**config.mk**
```make
export PLATFORM = sky130hd
export DESIGN_NAME = cmt_timer
export DESIGN_NICKNAME = d
export VERILOG_FILES = /design/src/logic/cmt_timer.v
export VERILOG_INCLUDE_DIRS = /design/src /design/src/logic
export SDC_FILE = /design/constraint.sdc
export NUM_CORES = 1
export LEC_CHECK = 0
export BUFFER_PORTS_ARGS = -buffer_cell sky130_fd_sc_hd__buf_2
export CAP_MARGIN = 20
export CORE_MARGIN = 2
export CORE_UTILIZATION = 45
export CTS_CLUSTER_DIAMETER = 80
export CTS_CLUSTER_SIZE = 28
export DETAILED_ROUTE_END_ITERATION = 12
export PLACE_DENSITY = 0.69
export SETUP_SLACK_MARGIN = 0.02
export SKIP_LAST_GASP = 1
export SLEW_MARGIN = 10
export SYNTH_ARGS = -nofsm -noshare
export SYNTH_HDL_FRONTEND = slang
export SYNTH_SLANG_ARGS = --single-unit
```
**constraint.sdc**
```tcl
create_clock -name pclk -period 3.5 [get_ports pclk]
set_clock_uncertainty 0.2 [all_clocks]
set_input_delay 0.175 -clock pclk [delete_from_list [all_inputs] [get_ports pclk]]
set_output_delay 0.175 -clock pclk [all_outputs]
set_load 0.01 [all_outputs]
```
**src/logic/cmt_consts.vh**
```
// Purpose: constants for the periodic match timer channel
// Assumes: apb with 32-bit data, word-aligned registers
// Notes: offsets are byte addresses
`ifndef CMT_CONSTS_VH
`define CMT_CONSTS_VH
`define CMT_OFF_START 12'h000
`define CMT_OFF_CTRL 12'h004
`define CMT_OFF_COUNT 12'h008
`define CMT_OFF_PERIOD 12'h00c
`define CMT_OFF_IRQ_STAT 12'h010
`define CMT_OFF_IRQ_MASK 12'h014
`define CMT_PERIOD_RST 16'hffff
`define CMT_COUNT_RST 16'h0000
`define CMT_BIT_FLAG 7
`define CMT_BIT_IE 6
`define CMT_DIV_LOG0 3
`define CMT_DIV_LOG1 5
`define CMT_DIV_LOG2 7
`define CMT_DIV_LOG3 9
`define CMT_PRESC_W 9
`endif

```
**src/logic/cmt_timer.v**
```verilog
// Purpose: one channel of a periodic compare-match timer behind an apb slave
// Assumes: single clock pclk at 200 MHz, apb master, standby as a level input
// Notes: standby reinitialises registers; manual reset is not modelled as a reset
//
// Notes on behaviour
// (RULE_01) the period register is 16 bits and readable and writable by software.
// (RULE_02) the period register loads all ones on power-on reset and standby, not on manual reset.
// (RULE_03) the counter steps on the selected prescaled tick once the run bit is 1.
// (RULE_04) on a match with the period register the counter clears and the match flag sets.
// (RULE_05) after a match clear counting resumes from zero, period is value plus one.
// (RULE_06) the counter tick is the system clock divided by 8, 32, 128 or 512.
// (RULE_07) the interrupt request is high only while match flag and enable are both 1.
// (RULE_08) the match request also serves as a transfer controller activation source.
// (RULE_09) the match flag sets on the tick that ends the matching count, not before.
// (RULE_10) the flag clears on a software 0 write after reading 1, or on a transfer clear.
// (RULE_11) a match during a counter write clears the counter and drops the write.
// (RULE_12) a word write coinciding with an increment stores the word, no increment.
// (RULE_13) a byte write coinciding with an increment keeps the other byte unincremented.
// (RULE_14) clock select 00 is /8 (reset), 01 /32, 10 /128, 11 /512.
// (RULE_15) the counter resets to zero on power-on reset and standby.
// (RULE_16) writing 1 to the match flag has no effect; only 0 clears it.
// (RULE_17) while the run bit is 0 the counter holds and no match is produced.
//
// Decided for this implementation: the address map and register access over APB.
`timescale 1ns/1ps
`include "cmt_consts.vh"
module cmt_timer #(
   parameter PRESC_W = `CMT_PRESC_W
) (
   input wire pclk,
   input wire presetn,
   input wire standby,
   input wire psel,
   input wire penable,
   input wire pwrite,
   input wire [11:0] paddr,
   input wire [31:0] pwdata,
   input wire [3:0] pstrb,
   output reg [31:0] prdata,
   output reg pready,
   output reg pslverr,
   input wire xfer_clear,
   output reg match_irq_request,
   output reg xfer_request,
   output reg irq
);

   reg channel_run_bit_r;
   reg match_flag_r;
   reg flag_seen_r;
   reg match_irq_enable_r;
   reg [1:0] clk_select_r;
   reg [15:0] up_counter_r;
   reg [15:0] period_constant_r;
   reg [PRESC_W-1:0] presc_r;
   reg [1:0] irq_stat_r;
   reg [1:0] irq_mask_r;
   reg [15:0] cnt_nxt;
   reg tick;
   reg match;
   reg [31:0] rdata_nxt;

   wire setup = psel & ~penable;
   // writes land on the edge that completes the access, the edge at which the master sees pready
   wire access_done = psel & penable & pready;
   wire wr = access_done & pwrite;
   // reads are decoded at setup so that the registered data stands with pready
   wire rd = setup & ~pwrite;

   function hit;
      input [11:0] a;
      input [11:0] off;
      begin
         hit = (a == off);
      end
   endfunction

   // tick when the low log2(div) prescaler bits are all ones
   always @* begin
      case (clk_select_r) // RULE_14
         2'h0: tick = &presc_r[`CMT_DIV_LOG0-1:0]; // RULE_06
         2'h1: tick = &presc_r[`CMT_DIV_LOG1-1:0];
         2'h2: tick = &presc_r[`CMT_DIV_LOG2-1:0];
         2'h3: tick = &presc_r[`CMT_DIV_LOG3-1:0];
         default: tick = 1'b0;
      endcase
   end

   // match is taken on the tick that would move the counter off the matching value
   always @* begin
      match = channel_run_bit_r & tick & (up_counter_r == period_constant_r); // RULE_09 RULE_17
      cnt_nxt = up_counter_r;
      if (match) begin
         cnt_nxt = `CMT_COUNT_RST; // RULE_04 RULE_05 RULE_11
      end else if (wr && hit(paddr, `CMT_OFF_COUNT)) begin
         // write wins over increment; unwritten byte keeps its pre-write value
         if (pstrb[1]) begin
            cnt_nxt[15:8] = pwdata[15:8]; // RULE_12 RULE_13
         end
         if (pstrb[0]) begin
            cnt_nxt[7:0] = pwdata[7:0]; // RULE_13
         end
      end else if (channel_run_bit_r && tick) begin
         cnt_nxt = up_counter_r + 16'h0001; // RULE_03
      end
   end

   always @* begin
      rdata_nxt = 32'h0000_0000;
      case (paddr)
         `CMT_OFF_START: rdata_nxt[0] = channel_run_bit_r;
         `CMT_OFF_CTRL: rdata_nxt[7:0] = {match_flag_r, match_irq_enable_r, 4'h0, clk_select_r};
         `CMT_OFF_COUNT: rdata_nxt[15:0] = up_counter_r;
         `CMT_OFF_PERIOD: rdata_nxt[15:0] = period_constant_r; // RULE_01
         `CMT_OFF_IRQ_STAT: rdata_nxt[1:0] = irq_stat_r;
         `CMT_OFF_IRQ_MASK: rdata_nxt[1:0] = irq_mask_r;
         default: rdata_nxt = 32'h0000_0000;
      endcase
   end

   wire mapped = hit(paddr, `CMT_OFF_START) | hit(paddr, `CMT_OFF_CTRL) |
      hit(paddr, `CMT_OFF_COUNT) | hit(paddr, `CMT_OFF_PERIOD) |
      hit(paddr, `CMT_OFF_IRQ_STAT) | hit(paddr, `CMT_OFF_IRQ_MASK);
   wire ctrl_wr = wr & hit(paddr, `CMT_OFF_CTRL) & pstrb[0];
   // a 0 clears only if a 1 was read first; writing 1 is ignored
   wire sw_clear = ctrl_wr & ~pwdata[`CMT_BIT_FLAG] & flag_seen_r; // RULE_10 RULE_16
   wire flag_nxt = match | (match_flag_r & ~sw_clear & ~xfer_clear); // RULE_10
   wire ie_nxt = ctrl_wr ? pwdata[`CMT_BIT_IE] : match_irq_enable_r;
   // status bit 0: match event, bit 1: transfer clear seen
   wire [1:0] ev = {xfer_clear, match};
   wire [1:0] st_clr = (wr & hit(paddr, `CMT_OFF_IRQ_STAT) & pstrb[0]) ? pwdata[1:0] : 2'h0;
   wire [1:0] stat_nxt = ev | (irq_stat_r & ~st_clr);

   // apb answers in the access phase right after setup; registered outputs
   always @(posedge pclk or negedge presetn) begin
      if (!presetn) begin
         prdata <= 32'h0000_0000;
         pready <= 1'b0;
         pslverr <= 1'b0;
      end else begin
         pready <= setup;
         pslverr <= setup & ~mapped;
         prdata <= rd ? rdata_nxt : 32'h0000_0000;
      end
   end

   // free-running prescaler; standby restarts it so the tick phase is known after wake-up
   always @(posedge pclk or negedge presetn) begin
      if (!presetn) begin
         presc_r <= {PRESC_W{1'b0}};
      end else if (standby) begin
         presc_r <= {PRESC_W{1'b0}};
      end else begin
         presc_r <= presc_r + {{(PRESC_W-1){1'b0}}, 1'b1};
      end
   end

   // up-counter; contention priorities are resolved in cnt_nxt
   always @(posedge pclk or negedge presetn) begin
      if (!presetn) begin
         up_counter_r <= `CMT_COUNT_RST; // RULE_15
      end else if (standby) begin
         up_counter_r <= `CMT_COUNT_RST; // RULE_15
      end else begin
         up_counter_r <= cnt_nxt;
      end
   end

   // period register; byte lanes let software update one half without touching the other
   always @(posedge pclk or negedge presetn) begin
      if (!presetn) begin
         period_constant_r <= `CMT_PERIOD_RST; // RULE_02
      end else if (standby) begin
         period_constant_r <= `CMT_PERIOD_RST; // RULE_02
      end else if (wr && hit(paddr, `CMT_OFF_PERIOD)) begin
         if (pstrb[1]) begin
            period_constant_r[15:8] <= pwdata[15:8]; // RULE_01
         end
         if (pstrb[0]) begin
            period_constant_r[7:0] <= pwdata[7:0];
         end
      end
   end

   always @(posedge pclk or negedge presetn) begin
      if (!presetn) begin
         channel_run_bit_r <= 1'b0;
      end else if (standby) begin
         channel_run_bit_r <= 1'b0;
      end else if (wr && hit(paddr, `CMT_OFF_START) && pstrb[0]) begin
         channel_run_bit_r <= pwdata[0];
      end
   end

   // control/status: clock select, enable and the sticky match flag
   always @(posedge pclk or negedge presetn) begin
      if (!presetn) begin
         clk_select_r <= 2'h0;
         match_irq_enable_r <= 1'b0;
         match_flag_r <= 1'b0;
         flag_seen_r <= 1'b0;
      end else if (standby) begin
         clk_select_r <= 2'h0;
         match_irq_enable_r <= 1'b0;
         match_flag_r <= 1'b0;
         flag_seen_r <= 1'b0;
      end else begin
         if (ctrl_wr) begin
            clk_select_r <= pwdata[1:0];
         end
         match_irq_enable_r <= ie_nxt;
         match_flag_r <= flag_nxt;
         // the read of a 1 arms the clear; losing the flag disarms it
         if (rd && hit(paddr, `CMT_OFF_CTRL) && match_flag_r) begin
            flag_seen_r <= 1'b1;
         end else if (!flag_nxt) begin
            flag_seen_r <= 1'b0;
         end
      end
   end

   // interrupt status and mask; a new event beats a clear in the same cycle
   always @(posedge pclk or negedge presetn) begin
      if (!presetn) begin
         irq_stat_r <= 2'h0;
         irq_mask_r <= 2'h0;
      end else if (standby) begin
         irq_stat_r <= 2'h0;
         irq_mask_r <= 2'h0;
      end else begin
         irq_stat_r <= stat_nxt;
         if (wr && hit(paddr, `CMT_OFF_IRQ_MASK) && pstrb[0]) begin
            irq_mask_r <= pwdata[1:0];
         end
      end
   end

   // request outputs are registered from next values so they track the flag without a lag
   always @(posedge pclk or negedge presetn) begin
      if (!presetn) begin
         match_irq_request <= 1'b0;
         xfer_request <= 1'b0;
         irq <= 1'b0;
      end else if (standby) begin
         match_irq_request <= 1'b0;
         xfer_request <= 1'b0;
         irq <= 1'b0;
      end else begin
         match_irq_request <= flag_nxt & ie_nxt; // RULE_07
         // fixed priority applies in the transfer controller; this is its activation line
         xfer_request <= flag_nxt & ie_nxt; // RULE_08
         // uses the mask as it stands; a new mask shows one cycle later
         irq <= |(stat_nxt & irq_mask_r);
      end
   end

endmodule // cmt_timer

```
Yosys cells after proc, flatten, opt, wreduce, memory -nomap -nowiden:

Index checks and enable logic that the tools add are counted.

* flip-flop bits (word level): 71
* output and inout bits: 37
* logic and storage cells: 122

* add/subtract/negate cells: 2
* eq/ne operators: 12
* muxes and demuxes: 31
* bitwise gates (word level): 33
* reduce and logical (&&, ||, !) cells: 27

Operators by type and width (number)
* 16-bit 2-to-1 mux: 7
* 12-bit by 4-bit == test with 1-bit output, second input constant: 2
* 12-bit by 5-bit == test with 1-bit output, second input constant: 2
* 6-bit case mux with 3 select lines: 1
* 1-bit bitwise AND: 17
* 16-bit by 1-bit adder with 16-bit output, second input constant: 1
* 16-bit == test: 1
* 8-bit 2-to-1 mux: 2
* 8-bit case mux with 2 select lines: 1
* 12-bit by 3-bit == test with 1-bit output, second input constant: 1
* 12-bit zero test: 1
* 2-bit 2-to-1 mux: 6
* 2-bit nonzero test: 6
* 1-bit 2-to-1 mux: 10
* 9-bit by 1-bit adder with 9-bit output, second input constant: 1
* 1-bit logical AND: 9
* 9-bit 2-to-1 mux: 1
* 9-bit AND reduction: 1
* 4-bit != test, second input constant: 2
* 2-bit AND reduction: 4
* 7-bit AND reduction: 1
* 1-bit inverter: 6
* 1-bit bitwise OR: 6
* 1-bit case mux with 6 select lines: 1
* other kinds (13): 15

Longest topological paths before layout:

Gate-level depths: netlist of the first run.

* depth in word-level cells: 14
* gate-level depth with buffers: 12
* depth with buffers taken out: 11

Least setup slack after synthesis of the first run:

OpenSTA, ideal clock, no wires.

* kind: register to register
* from: reg presc_r[0]
* to: reg up_counter_r[5]
* library setup time: 0.127 ns
* arrival: 2.249 ns
* required time: 3.173 ns
* setup slack: 0.923 ns
* stages on the path, launching flop included: 12
* cells stage by stage: dfrtp_1 ha_1 nand3_1 inv_1 ha_1 mux2_2 o211ai_1 a21oi_2 a211oi_4 nand2b_1 buf_4 o22ai_1

* longest elaborated chain between the ends: 6

Ends and longest elaborated chain
* from (decl): line cmt_timer.v:55 `reg [PRESC_W-1:0] presc_r;`
* from (signal assigned): line cmt_timer.v:150 `presc_r <= {PRESC_W{1'b0}};`
* from (signal assigned): line cmt_timer.v:152 `presc_r <= {PRESC_W{1'b0}};`
* from (signal assigned): line cmt_timer.v:154 `presc_r <= presc_r + {{(PRESC_W-1){1'b0}}, 1'b1};`
* 9-bit AND reduction, or another cell as far along: line cmt_timer.v:84 `` 2'h3: tick = &presc_r[`CMT_DIV_LOG3-1:0]; ``
* 1-bit case mux with 4 select lines *: line cmt_timer.v:80 `case (clk_select_r)`
* 1-bit bitwise AND (2 in series): line cmt_timer.v:91 `match = channel_run_bit_r & tick & (up_counter_r == period_constant_r);`
* 4-bit != test (no source line), or another cell as far along
* 2-bit AND reduction (no source line) or 16-bit 2-to-1 mux (tied branches)
* to (signal assigned): line cmt_timer.v:161 `` up_counter_r <= `CMT_COUNT_RST; ``
* to (signal assigned): line cmt_timer.v:163 `` up_counter_r <= `CMT_COUNT_RST; ``
* to (signal assigned): line cmt_timer.v:165 `up_counter_r <= cnt_nxt;`
* to (decl): line cmt_timer.v:53 `reg [15:0] up_counter_r;`

Mark *: on every way between the ends. The rest lies on a longest branch, timed or not.
A chain may end at the register's enable or synchronous reset.

Worst setup path after layout of the first run:

* from: reg presc_r[0]
* to: reg up_counter_r[4]

Same word-level chain as after synthesis.

==> impl_results.md, run 1 <==
* Hold path depth at 4
* Status: finished with violations
* R2R Setup Slk at 550 ps
* Die ar. at 9401 sq um
* Element type at the critical path end: flip-flop
* Largest net degree at the start of global routing at 50
* Die Width at 96.96 um
* Simple-Gate Fraction of Synth Area at 19.98%
* # rows at 33
* Post-CTS Resized at 0
* Avg Cell Area, Syn at 9.128 sq um
* Vias in the first global route at 3197
* Worst EP arrival at 2960 ps
* Max Clock Freq at 339.1 MHz
* Critical Path Max Stage Delay at 400 ps
* Initial DRC count at 146
* Yosys reg bits at 71
* Post-route ant nets at 0
* Most frequent cells in the layout: buf_2 (57), dfrtp_1 (55), nor2_1 (48), a21oi_1 (34), nand2_1 (33)
* Vias at 3266
* Number of port buffers at 57
* Final Core Density at 55.65%
* Chip height at 96.96 um
* Post-Syn Area at 3889 sq um
* Hold_ws at -0.3222 ps
* Worst-path cell chain: ha_1 -> nand3_1 -> inv_1 -> ha_1 -> mux2_2 -> o211ai_1 -> a21oi_2 -> a211oi_4 -> buf_4 -> nand2b_1 -> o22ai_1
* Leak pwr at 2.132 nW
* Max-slew headroom at 22.09%
* Overflow after GRT at 0
* FF-to-FF End: up_counter_r[4]
* Depth of the CTS H-tree at 3
* Gpl congestion at 0.8222
* Dpl hpwl at 6.313 mm
* Hold Path Sink: period_constant_r[13]
* Clk pin slew, worst setup/hold paths at 70 ps
* Synth Area in Adders at 1.609%
* Worst reg-to-reg path cell count at 11
* Post-synth cell types at 50
* Largest family of logic cells by synthesized area: simple AND/OR/NAND/NOR gates
* Clock buffer depth at 2
* Overall Global Routing Usage at 20.02%
* Syn-to-layout area delta at 18.76%
* Tcrit/Tclk final at 84.25%
* Hold Startpoint: pstrb[1]
* Crit-path max FO at 9
* Layout Nets at 562
* Fraction of layout cells with a size suffix above 1 at 21.30%
* FFs w/ async S/R, synth at 100.0%
* Max_cap viols at 0
* Min cycle time layout at 2949 ps
* Initial antenna violation count at 0
* First-pass DRT Iterations at 6
* Worst setup SP type: flip-flop
* Final hold vios at 1
* Cell mode on critical path: ha_1
* Mux contribution to synthesized area at 6.274%
* Primary FF master, synth: dfrtp_1
* Final Slew Violations at 0
* Filler Cell Count at 762
* Worst path slowest cell: dfrtp_1
* Syn Inst Count at 426
* Initial Utilization at 46.86%
* Clk sinks at 71
* Setup Viol. Count Final at 0
* PD cells at 368.7 nW/um^2
* TritonCTS clock tree: done
* Drt total wl at 9.031 mm
* RSZ-0062 raised after global routing: no
* WL per Instance at 14.76 um
* Worst IR Drop VDD at 0.2047 mV
* CTS buffer count at 9
* DR DRC count at 0
* Violated checks: negative hold slack
* R2r startpoint: presc_r[0]
* # IOs at 92
* Post-synthesis xor/xnor area fraction at 4.054%
* First-pass GRT wire length at 15.41 mm
* Detail-routed via count per cell at 5.337
* Synth warnings at 0
* Share of the yosys chip area belonging to registers at 46.20%
* Worst min path class: input pin to flip-flop
* Compound-Gate Fraction of Synth Area at 14.19%
* CTS root buffer: clkbuf_8
* Most common cell after layout, fill and taps aside: buf_2
* Worst endpoint required time at 3520 ps
* Inserted Diodes at 0
* Setup CP Type: flip-flop to flip-flop
* Final setup TNS at 0 ps
* Tightest Pin Transition at 1169 ps
* Clock latency on the worst-skew pair at 350 ps
* EDFF count, synth at 0
* Core ar. at 8299 sq um
==> synth_stat cells, types with 3 or more instances <==
library cell   n  share of area, %
nor2b_1        6              0.97
a21o_1         4              0.77
nor3_1        16               2.1
a21oi_1       34               4.4
xor2_1        17               3.8
nor4_1         6              0.97
clkbuf_1      16               1.5
o21ai_0       25               3.2
a31oi_1        3              0.48
buf_4         18               3.5
nand4_1        4              0.64
and3_1         3              0.48
inv_1         20               1.9
a22oi_1        4              0.77
nand2b_1       6              0.97
or3_1          6              0.97
mux2_2         3              0.87
nand2_1       33               3.2
and4_1         3              0.68
ha_1           5               1.6
nor2_1        48               4.6
mux2i_1       21               5.4
nand3_1       13               1.7
dfstp_2       16                11
dfrtp_1       55                35
o22ai_1       13               2.1
==> layout make-up <==
class | instances | area [sq um] | share of cell area, %
sequential | 71 | 1797 | 38.91
clock buffer | 13 | 168.9 | 3.658
clock inverter | 3 | 17.52 | 0.3793
multi-input combinational | 312 | 1853 | 40.12
inverter | 20 | 75.07 | 1.626
timing repair buffer | 88 | 575.6 | 12.46
tap | 105 | 131.4 | 2.845
==> registers in the layout (all words and copies together) (netlist names) <==
name and cells:
xfer_request 1, presc_r 9, match_flag_r 1, prdata 16, pslverr 1, pready 1, period_constant_r 16, irq_stat_r 2
match_irq_enable_r 1, clk_select_r 2, up_counter_r 16, channel_run_bit_r 1, irq 1, flag_seen_r 1, irq_mask_r 2
==> worst max-delay path, delay by kind of cell (launching register included) <==
family                   cells  cell delay (ps)
multiplexers                 1              260
adder cells (fa/ha/maj)      2              400
AND/OR/NAND/NOR              2              470
AO/OA/AOI/OAI                4              820
buffers and inverters        2              270
flip-flops                   1              400
==> worst max-delay path by stage <==
stage / from / cells past startpoint / endpoint / slack, ps
after global placement: presc_r[0] / 11 / up_counter_r[2] / 620
final: presc_r[0] / 11 / up_counter_r[4] / 550
after detailed placement: presc_r[0] / 11 / up_counter_r[2] / 510
after global routing: presc_r[0] / 11 / up_counter_r[4] / 300
after floorplan: presc_r[0] / 11 / up_counter_r[5] / 920
after CTS: presc_r[0] / 11 / up_counter_r[4] / 510
==> where the power goes <==
part / internal (mW) / switching [mW] / total, mW
logic: 0.0815 / 0.113 / 0.194
clock network: 0.314 / 0.308 / 0.621
registers: 0.860 / 0.0275 / 0.887
total: 1.25 / 0.448 / 1.70
==> what timing repair did <==
item / CTS / global route
endpoints found under the hold margin: 64 / 0
hold buffers: 23 / 0
setup buffers: 0 / 0
==> cells by family (layout without fill, tap and decap cells) <==
| group | after synthesis | in the layout |
|---|---|---|
| flip-flops | 71 | 71 |
| buffers and inverters | 58 | 124 |
| XOR/XNOR | 18 | 18 |
| multiplexers | 24 | 24 |
| AO/OA/AOI/OAI | 93 | 93 |
| AND/OR/NAND/NOR | 156 | 156 |
| adder cells (fa/ha/maj) | 5 | 5 |
| other | 1 | 16 |
==> metrics by stage <==
| stage | setup WS [ps] | cell area (sq um) | instances | total power, mW |
|---|---|---|---|---|
| floorplan | 923.5 | 3945 | 441 | 1.014 |
| global placement | 617.1 | 4194 | 572 | 1.070 |
| detailed placement | 512.0 | 4194 | 572 | 1.076 |
| CTS | 513.1 | 4611 | 611 | 1.715 |
| global route | 300.8 | 4618 | 612 | 1.788 |
| finish | 551.1 | 4618 | 612 | 1.703 |
==> metal layers <==
| metal | vias to the layer above | part of all wire (%) | global-route usage, % |
|---|---|---|---|
| met5 | - | 0 | 0 |
| met4 | 0 | 2.1 | 7.259 |
| met3 | 15 | 5.4 | 3.396 |
| met2 | 103 | 49 | 33.17 |
| met1 | 1555 | 43 | 26.48 |
| li1 | 1593 | - | - |
Note: power is estimated with default switching activity, not from simulation.
==> run 2: changes to the inputs <==
--- a/config.mk
+++ b/config.mk
@@ -6,6 +6,7 @@
 export SDC_FILE = /design/constraint.sdc
 export NUM_CORES = 1
 export LEC_CHECK = 0
+export ABC_AREA = 1
 export BUFFER_PORTS_ARGS = -buffer_cell sky130_fd_sc_hd__buf_2
 export CAP_MARGIN = 20
 export CORE_MARGIN = 2
@@ -13,7 +14,7 @@
 export CTS_CLUSTER_DIAMETER = 80
 export CTS_CLUSTER_SIZE = 28
 export DETAILED_ROUTE_END_ITERATION = 12
-export PLACE_DENSITY = 0.69
+export PLACE_DENSITY = 0.7
 export SETUP_SLACK_MARGIN = 0.02
 export SKIP_LAST_GASP = 1
 export SLEW_MARGIN = 10
==> constraint.sdc (replaced) <==
create_clock -name pclk -period 2.4 [get_ports pclk]
set_clock_uncertainty 0.2 [all_clocks]
set_input_delay 0.12 -clock pclk [delete_from_list [all_inputs] [get_ports pclk]]
set_output_delay 0.12 -clock pclk [all_outputs]
set_load 0.01 [all_outputs]
==> run 2 against run 1 <==
Net effect: the flow now finishes without violations; sequential power increased by 50%; combinational power increased by 74%; critical path depth increased by 4; non-clock buffer count increased by 11; sequential cell count unchanged; power increased by 62%; wire length increased by 29%; maximum frequency increased by 27%; via count increased by 29%; largest power group unchanged; highest routed layer unchanged.
==> impl_results.md, run 2 <==
* Fraction of layout cells with a size suffix above 1 at 21.17% (-0.13 points)
* Primary FF master, synth: dfrtp_1
* Gr busiest metal: met2
* Max_cap viols at 0 (unchanged)
* Total power at 2.754 mW (+62%)
* Largest net degree at the start of global routing at 35 (-30%)
* Syn-to-layout area delta at 22.17%
* Initial Utilization at 45.93% (-0.93 points)
* Most common cell after layout, fill and taps aside: nand2_1
* Worst IR Drop VDD at 0.2575 mV (+26%)
* Dpl hpwl at 8.449 mm (+34%)
* Clock buffer depth at 2 (unchanged)
* Max Clock Freq at 432.1 MHz (+27%)
* Max-slew headroom at 56.58% (+34 points)
* Layout Nets at 773 (+38%)
* Final Slew Violations at 0 (unchanged)
* Detail-routed via count per cell at 4.964 (-7.0%)
* Setup Viol. Count Final at 0 (unchanged)
* Post-Syn Area at 4448 sq um (+14%)
* R2r startpoint: presc_r[1]
* Post-route ant nets at 0 (unchanged)
* CTS root buffer: clkbuf_8
* Inserted Diodes at 0 (unchanged)
* Die Width at 103.4 um (+6.7%)
* Synth warnings at 0 (unchanged)
* Status: finished clean
* Hold Startpoint: pstrb[1]
* # rows at 36 (+9.1%)
* PD cells at 506.8 nW/um^2 (+37%)
* Placed cell area at 4817 sq um (+15%)
* Commonest cells in the netlist: nand2_1 (183), inv_1 (79), nor2_1 (74)
* First-pass GRT wire length at 18.87 mm (+22%)
* GRT met1 Usage at 31.43% (+5.0 points)
* First-pass DRT Iterations at 5 (-1)
* Tightest Pin Transition at 651.2 ps (-517.5 ps)
* Most common cell in the synthesized netlist: nand2_1
* Setup CP Type: flip-flop to flip-flop
* RSZ-0062 raised after global routing: yes
* Depth of the CTS H-tree at 3 (unchanged)
* DR DRC count at 0 (unchanged)
* Worst endpoint required time at 2450 ps (-1070 ps)
* CTS buffer count at 9 (unchanged)
* Filler Cell Count at 896 (+18%)
* Most area-hungry cell type in the Yosys netlist: dfrtp_1
* Yosys top cell area share at 30.94% (-4.5 points)
* Syn Inst Count at 622 (+46%)
* Initial antenna violation count at 0 (unchanged)
* Regs by FF count: period_constant_r: 16 flops, prdata: 16 flops, up_counter_r: 16 flops
* Clock latency on the worst-skew pair at 360 ps (about the same)
* Final hold vios at 0 (-1)
* Worst path buffer plus inverter count at 1 (-1)
* Core ar. at 9684 sq um (+17%)
* Min cycle time layout at 2314 ps (-634.6 ps)
* Worst-path cell chain: ha_4 -> nand2_2 -> nor2_4 -> nand2_2 -> nor3_2 -> ha_2 -> nand3_2 -> nand3_2 -> nand2_2 -> inv_2 -> nand2_4 -> nand3_4 -> nand2_8 -> nand2_2 -> nand2_1
* Worst min path class: input pin to flip-flop
* Die ar. at 10700 sq um (+14%)
* Number of port buffers at 57 (unchanged)
* Clk pin slew, worst setup/hold paths at 80 ps (about the same)
* Met2 Use GR at 36.53% (+3.4 points)
* Gpl congestion at 0.8912 (+8.4%)
* Overall Global Routing Usage at 23.13% (+3.1 points)
* Worst setup SP type: flip-flop
* Chip height at 103.4 um (+6.7%)
* Leak pwr at 2.758 nW (+29%)
* Synth area leaders: dfrtp_1 (31%), nand2_1 (15%), dfstp_2 (9.5%)
* Vias at 4224 (+29%)
* Worst EP arrival at 2370 ps (-590 ps)
* Element type at the critical path end: flip-flop
* Critical Path Max Stage Delay at 390 ps (about the same)
* Yosys reg bits at 71 (unchanged)
* Met3 GRT Util at 4.301% (+0.91 points)
* Share of the yosys chip area belonging to registers at 40.39% (-5.8 points)
* WL per Instance at 13.69 um (-7.2%)
* TritonCTS clock tree: done
* Crit-path max FO at 8 (-1)
* # IOs at 92 (unchanged)
* Tcrit/Tclk final at 96.43% (+12 points)
* Cell mode on critical path: nand2_2
* Clk sinks at 71 (unchanged)
* Most frequent cells in the layout: nand2_1 (176), inv_1 (78), nor2_1 (73), buf_2 (57), dfrtp_1 (55)
* Largest delay contributor family on the critical path: simple AND/OR/NAND/NOR gates
* Vias in the first global route at 3940 (+23%)
* Critical path origin: presc_r[1]
* EDFF count, synth at 0 (unchanged)
* Drt total wl at 11.65 mm (+29%)
* Worst path slowest cell: dfrtp_1
* FFs w/ async S/R, synth at 100.0% (unchanged)
* Initial DRC count at 374 (+160%)
* Finished Cell Area at 5434 sq um (+18%)
* Post-synth cell types at 40 (-20%)
* Avg Cell Area, Syn at 7.151 sq um (-22%)
* Overflow after GRT at 0 (unchanged)
==> run 2: worst min-delay path, delay by kind of cell <==
kind            cells  cell delay, ps
compound gates      2             260
buf+inv             1             110
simple gates        1             110
==> run 2: area by class of cell <==
| cell class | count | area (sq um) | share of cell area [%] |
|---|---|---|---|
| Tap cell | 133 | 166.4 | 3.062 |
| Multi-Input combinational cell | 448 | 2235 | 41.12 |
| Timing Repair Buffer | 99 | 698.2 | 12.85 |
| Clock inverter | 5 | 81.33 | 1.497 |
| Inverter | 84 | 315.3 | 5.802 |
| Sequential cell | 71 | 1797 | 33.06 |
| Clock buffer | 11 | 141.4 | 2.602 |
==> run 2: repair_timing <==
action	in CTS	in global routing
hold buffers	23	0
setup endpoints to repair	0	22
resized for setup	0	25
hold endpoints to repair	102	0
setup buffers	0	9
==> run 2: final timing paths <==
check	slack (ps)	to	cells after the start
worst max-delay path	90	up_counter_r[12]	15
worst min-delay path	30	period_constant_r[14]	4
worst max register to register	90	up_counter_r[12]	15
worst min register to register	290	period_constant_r[6]	2
max in group asynchronous	1290	period_constant_r[15]	3
min in group asynchronous	70	presc_r[7]	2
==> run 2: stage by stage <==
stage / TNS, ps / utilization, % / instances / hold slack [ps] / setup slack, ps
after floorplan: 0 / - / 637 / -375.6 / 239.1
after global placement: 0 / 49.74 / 803 / -76.05 / 115.4
after detailed placement: 0 / 49.74 / 803 / -77.57 / 66.33
after CTS: 0 / 54.42 / 842 / 16.70 / 44.08
after global routing: -608.7 / 56.11 / 851 / 55.04 / -69.60
final: 0 / 56.11 / 851 / 32.93 / 85.67
==> run 2: cells by family (layout without fill, tap and decap cells) <==
| kind of cell | after synthesis | after routing | share of synthesized area (%) |
|---|---|---|---|
| adder cells (fa/ha/maj) | 5 | 5 | 1.406 |
| AND/OR/NAND/NOR | 342 | 342 | 34.51 |
| other | 1 | 16 | 0.08431 |
| buffers and inverters | 118 | 199 | 12.46 |
| flip-flops | 71 | 71 | 40.39 |
| XOR/XNOR | 10 | 10 | 1.969 |
| AO/OA/AOI/OAI | 75 | 75 | 9.171 |
==> run 2: report_power, final <==
group	internal, mW	leakage, nW	total (mW)	switching [mW]
clock	0.614	0.110	1.09	0.476
combinational	0.136	1.72	0.338	0.202
sequential	1.27	0.926	1.33	0.0549
==> run 2: routing by layer <==
layer | routed length (um) | vias up
met5 | 0 | -
met4 | 297 | 0
met3 | 600 | 31
met2 | 5590 | 143
met1 | 5159 | 1943
li1 | - | 2107
==> run 3: changes to the inputs <==
--- a/config.mk
+++ b/config.mk
@@ -9,7 +9,7 @@
 export ABC_AREA = 1
 export BUFFER_PORTS_ARGS = -buffer_cell sky130_fd_sc_hd__buf_2
 export CAP_MARGIN = 20
-export CORE_MARGIN = 2
+export CORE_MARGIN = 8
 export CORE_UTILIZATION = 45
 export CTS_CLUSTER_DIAMETER = 80
 export CTS_CLUSTER_SIZE = 28
==> run 3 against run 2 <==
Net effect: count of clock-buffer cells in the layout is 2 higher; final cell count is 0.71% lower; maximum frequency is 3.1% higher; sequential power hardly changed; clock power is 12% lower; wire length is 2.2% higher; core utilization is 1.0 points lower; worst setup slack better by 69 ps; critical endpoint is now up_counter_r[9]; largest power group unchanged; highest routed layer unchanged.
==> impl_results.md, run 3 (synthesized netlist as in run 2, its figures left out) <==
* Status: finished clean
* Drt total wl at 11.91 mm (+2.2%)
* Finished Cell Area at 5334 sq um (-1.8%)
* Tightest Pin Transition at 654.9 ps (+3.734 ps)
* Crit-path max FO at 8 (unchanged)
* First-pass DRT Iterations at 7 (+2)
* Most common cell after layout, fill and taps aside: nand2_1
* Worst IR Drop VDD at 0.2186 mV (-15%)
* Initial DRC count at 408 (+9.1%)
* Max-slew headroom at 56.33% (-0.25 points)
* Placed cell count at 802 (-0.12%)
* Worst-path cell chain: ha_2 -> nand2_2 -> nor2_4 -> nand2_2 -> nor3_2 -> ha_2 -> nand3_1 -> nand3_2 -> nand2_2 -> inv_2 -> nand2_8 -> nand3_4 -> nand2_4 -> nand2_1 -> nand2_1
* Largest delay contributor family on the critical path: simple AND/OR/NAND/NOR gates
* Critical path origin: presc_r[0]
* Worst path slowest cell: dfrtp_1
* Critical Path Max Stage Delay at 360 ps (-30 ps)
* TritonCTS clock tree: done
* Vias in the first global route at 4107 (+4.2%)
* Sw Ratio at 26.87% (+0.28 points)
* Min cycle time layout at 2246 ps (-68.82 ps)
* Clk network pwr share at 36.4% (-3.2 points)
* Core ar. at 9684 sq um (unchanged)
* WL per Instance at 14.09 um (+2.9%)
* Setup Viol. Count Final at 0 (unchanged)
* Max_cap viols at 0 (unchanged)
* Uppermost layer routed: met4
* Final Slew Violations at 0 (unchanged)
* Final Core Density at 55.08% (-1.0 points)
* Clk sinks at 71 (unchanged)
* Worst setup SP type: flip-flop
* Final hold vios at 0 (unchanged)
* Reg power frac at 50.7% (+2.5 points)
* RSZ-0062 raised after global routing: no
* DR DRC count at 0 (unchanged)
* CTS root buffer: clkbuf_8
* Max Clock Freq at 445.3 MHz (+3.1%)
* Post-route ant nets at 0 (unchanged)
* NetSw at 0.7039 mW (-3.8%)
* Number of port buffers at 57 (unchanged)
* Placed cell area at 4810 sq um (-0.16%)
* Element type at the critical path end: flip-flop
* Most frequent cells in the layout: nand2_1 (180), inv_1 (78), nor2_1 (73), buf_2 (57), dfrtp_1 (55)
* Hold_ws at 26.98 ps (-5.944 ps)
* Worst EP arrival at 2300 ps (-70 ps)
* Overflow after GRT at 0 (unchanged)
* Worst endpoint required time at 2450 ps (about the same)
* Place WS at 6.256 ps (-60.07 ps)
* Inserted Diodes at 0 (unchanged)
* Gpl congestion at 0.8841 (-0.80%)
* Initial Utilization at 45.93% (unchanged)
* Final setup TNS at 0 ps (unchanged)
* Clock latency on the worst-skew pair at 360 ps (about the same)
* Clk pin slew, worst setup/hold paths at 70 ps (about the same)
* Clock buffer depth at 2 (unchanged)
* CTS buffer count at 9 (unchanged)
* Dpl hpwl at 8.733 mm (+3.4%)
* Vias at 4262 (+0.90%)
* # IOs at 92 (unchanged)
* Overall Global Routing Usage at 18.79% (-4.3 points)
* Setup CP Type: flip-flop to flip-flop
* Detail-routed via count per cell at 5.044 (+1.6%)
* Total power at 2.620 mW (-4.9%)
* Hold Startpoint: pstrb[1]
* Met3 WL at 934 um (+56%)
* Tcrit/Tclk final at 93.56% (-2.9 points)
* Initial antenna violation count at 0 (unchanged)
* Metal2 WL at 5.640 mm (+0.89%)
* Worst min path class: input pin to flip-flop
* Die Width at 115.4 um (+12%)
* Depth of the CTS H-tree at 3 (unchanged)
* R2R Setup Slk at 150 ps (+70 ps)
* Layout Nets at 767 (-0.78%)
* Cell mode on critical path: nand2_2
* # rows at 36 (unchanged)
* R2r startpoint: presc_r[0]
* Regs by FF count: period_constant_r: 16 flops, prdata: 16 flops, up_counter_r: 16 flops
* Metal-1 WL at 5.038 mm (-2.3%)
* Die ar. at 13320 sq um (+25%)
* First-pass GRT wire length at 19.64 mm (+4.1%)
* P_int at 1.916 mW (-5.2%)
* Fraction of layout cells with a size suffix above 1 at 19.38% (-1.8 points)
* Chip height at 115.4 um (+12%)
* Leak pwr at 2.702 nW (-2.0%)
* Post-Layout Cell Count at 845 (-0.71%)
* Combinational power share at 12.9% (+0.6 points)
* PD cells at 491.2 nW/um^2 (-3.1%)
* Largest net degree at the start of global routing at 40 (+14%)
* Worst path buffer plus inverter count at 1 (unchanged)
* Syn-to-layout area delta at 19.92%
* Min setup slack post-route at 154.5 ps (+68.82 ps)
-- run 3: final cells by class --
type                            instances  area [sq um]
Multi-Input combinational cell        448          2201
Inverter                               84         315.3
Timing Repair Buffer                   93         663.1
Sequential cell                        71          1797
Tap cell                              133         166.4
Clock inverter                          3         42.54
Clock buffer                           13         148.9
Fill cell                             934          4350
-- run 3: worst min-delay path, cell delays in order --
cell     delay, ps
buf_2          110
o21ai_2        190
nand2_1        100
o21ai_1         50
-- run 3: routing by layer --
| layer | global-route usage, % | vias up |
|---|---|---|
| met1 | 23.75 | 1945 |
| met3 | 4.169 | 27 |
| met2 | 29.77 | 194 |
| met4 | 9.194 | 0 |
| met5 | 0 | - |
| li1 | - | 2096 |
-- run 3: power groups by stage --
stage	registers (mW)	clock network, mW	logic (mW)
3_3_place_gp	1.34	0	0.293
3_5_place_dp	1.35	0	0.301
2_1_floorplan	1.33	0	0.211
6_report	1.33	0.954	0.338
4_1_cts	1.33	0.984	0.331
5_1_grt	1.33	1.04	0.383
-- run 3: timing repair --
item,CTS,global route
buffers inserted,1,3
hold endpoints to repair,90,0
pin swaps,0,4
hold buffers,23,0
gates resized for setup,1,11
setup endpoints to repair,16,17
-- run 3: path summary, 6_finish.rpt --
path | end | depth (start not counted)
setup reg to reg | up_counter_r[9] | 15
max in group asynchronous | presc_r[3] | 3
hold reg to reg | period_constant_r[7] | 2
min in group asynchronous | xfer_request | 3
hold / removal | period_constant_r[12] | 4
setup / recovery | up_counter_r[9] | 15
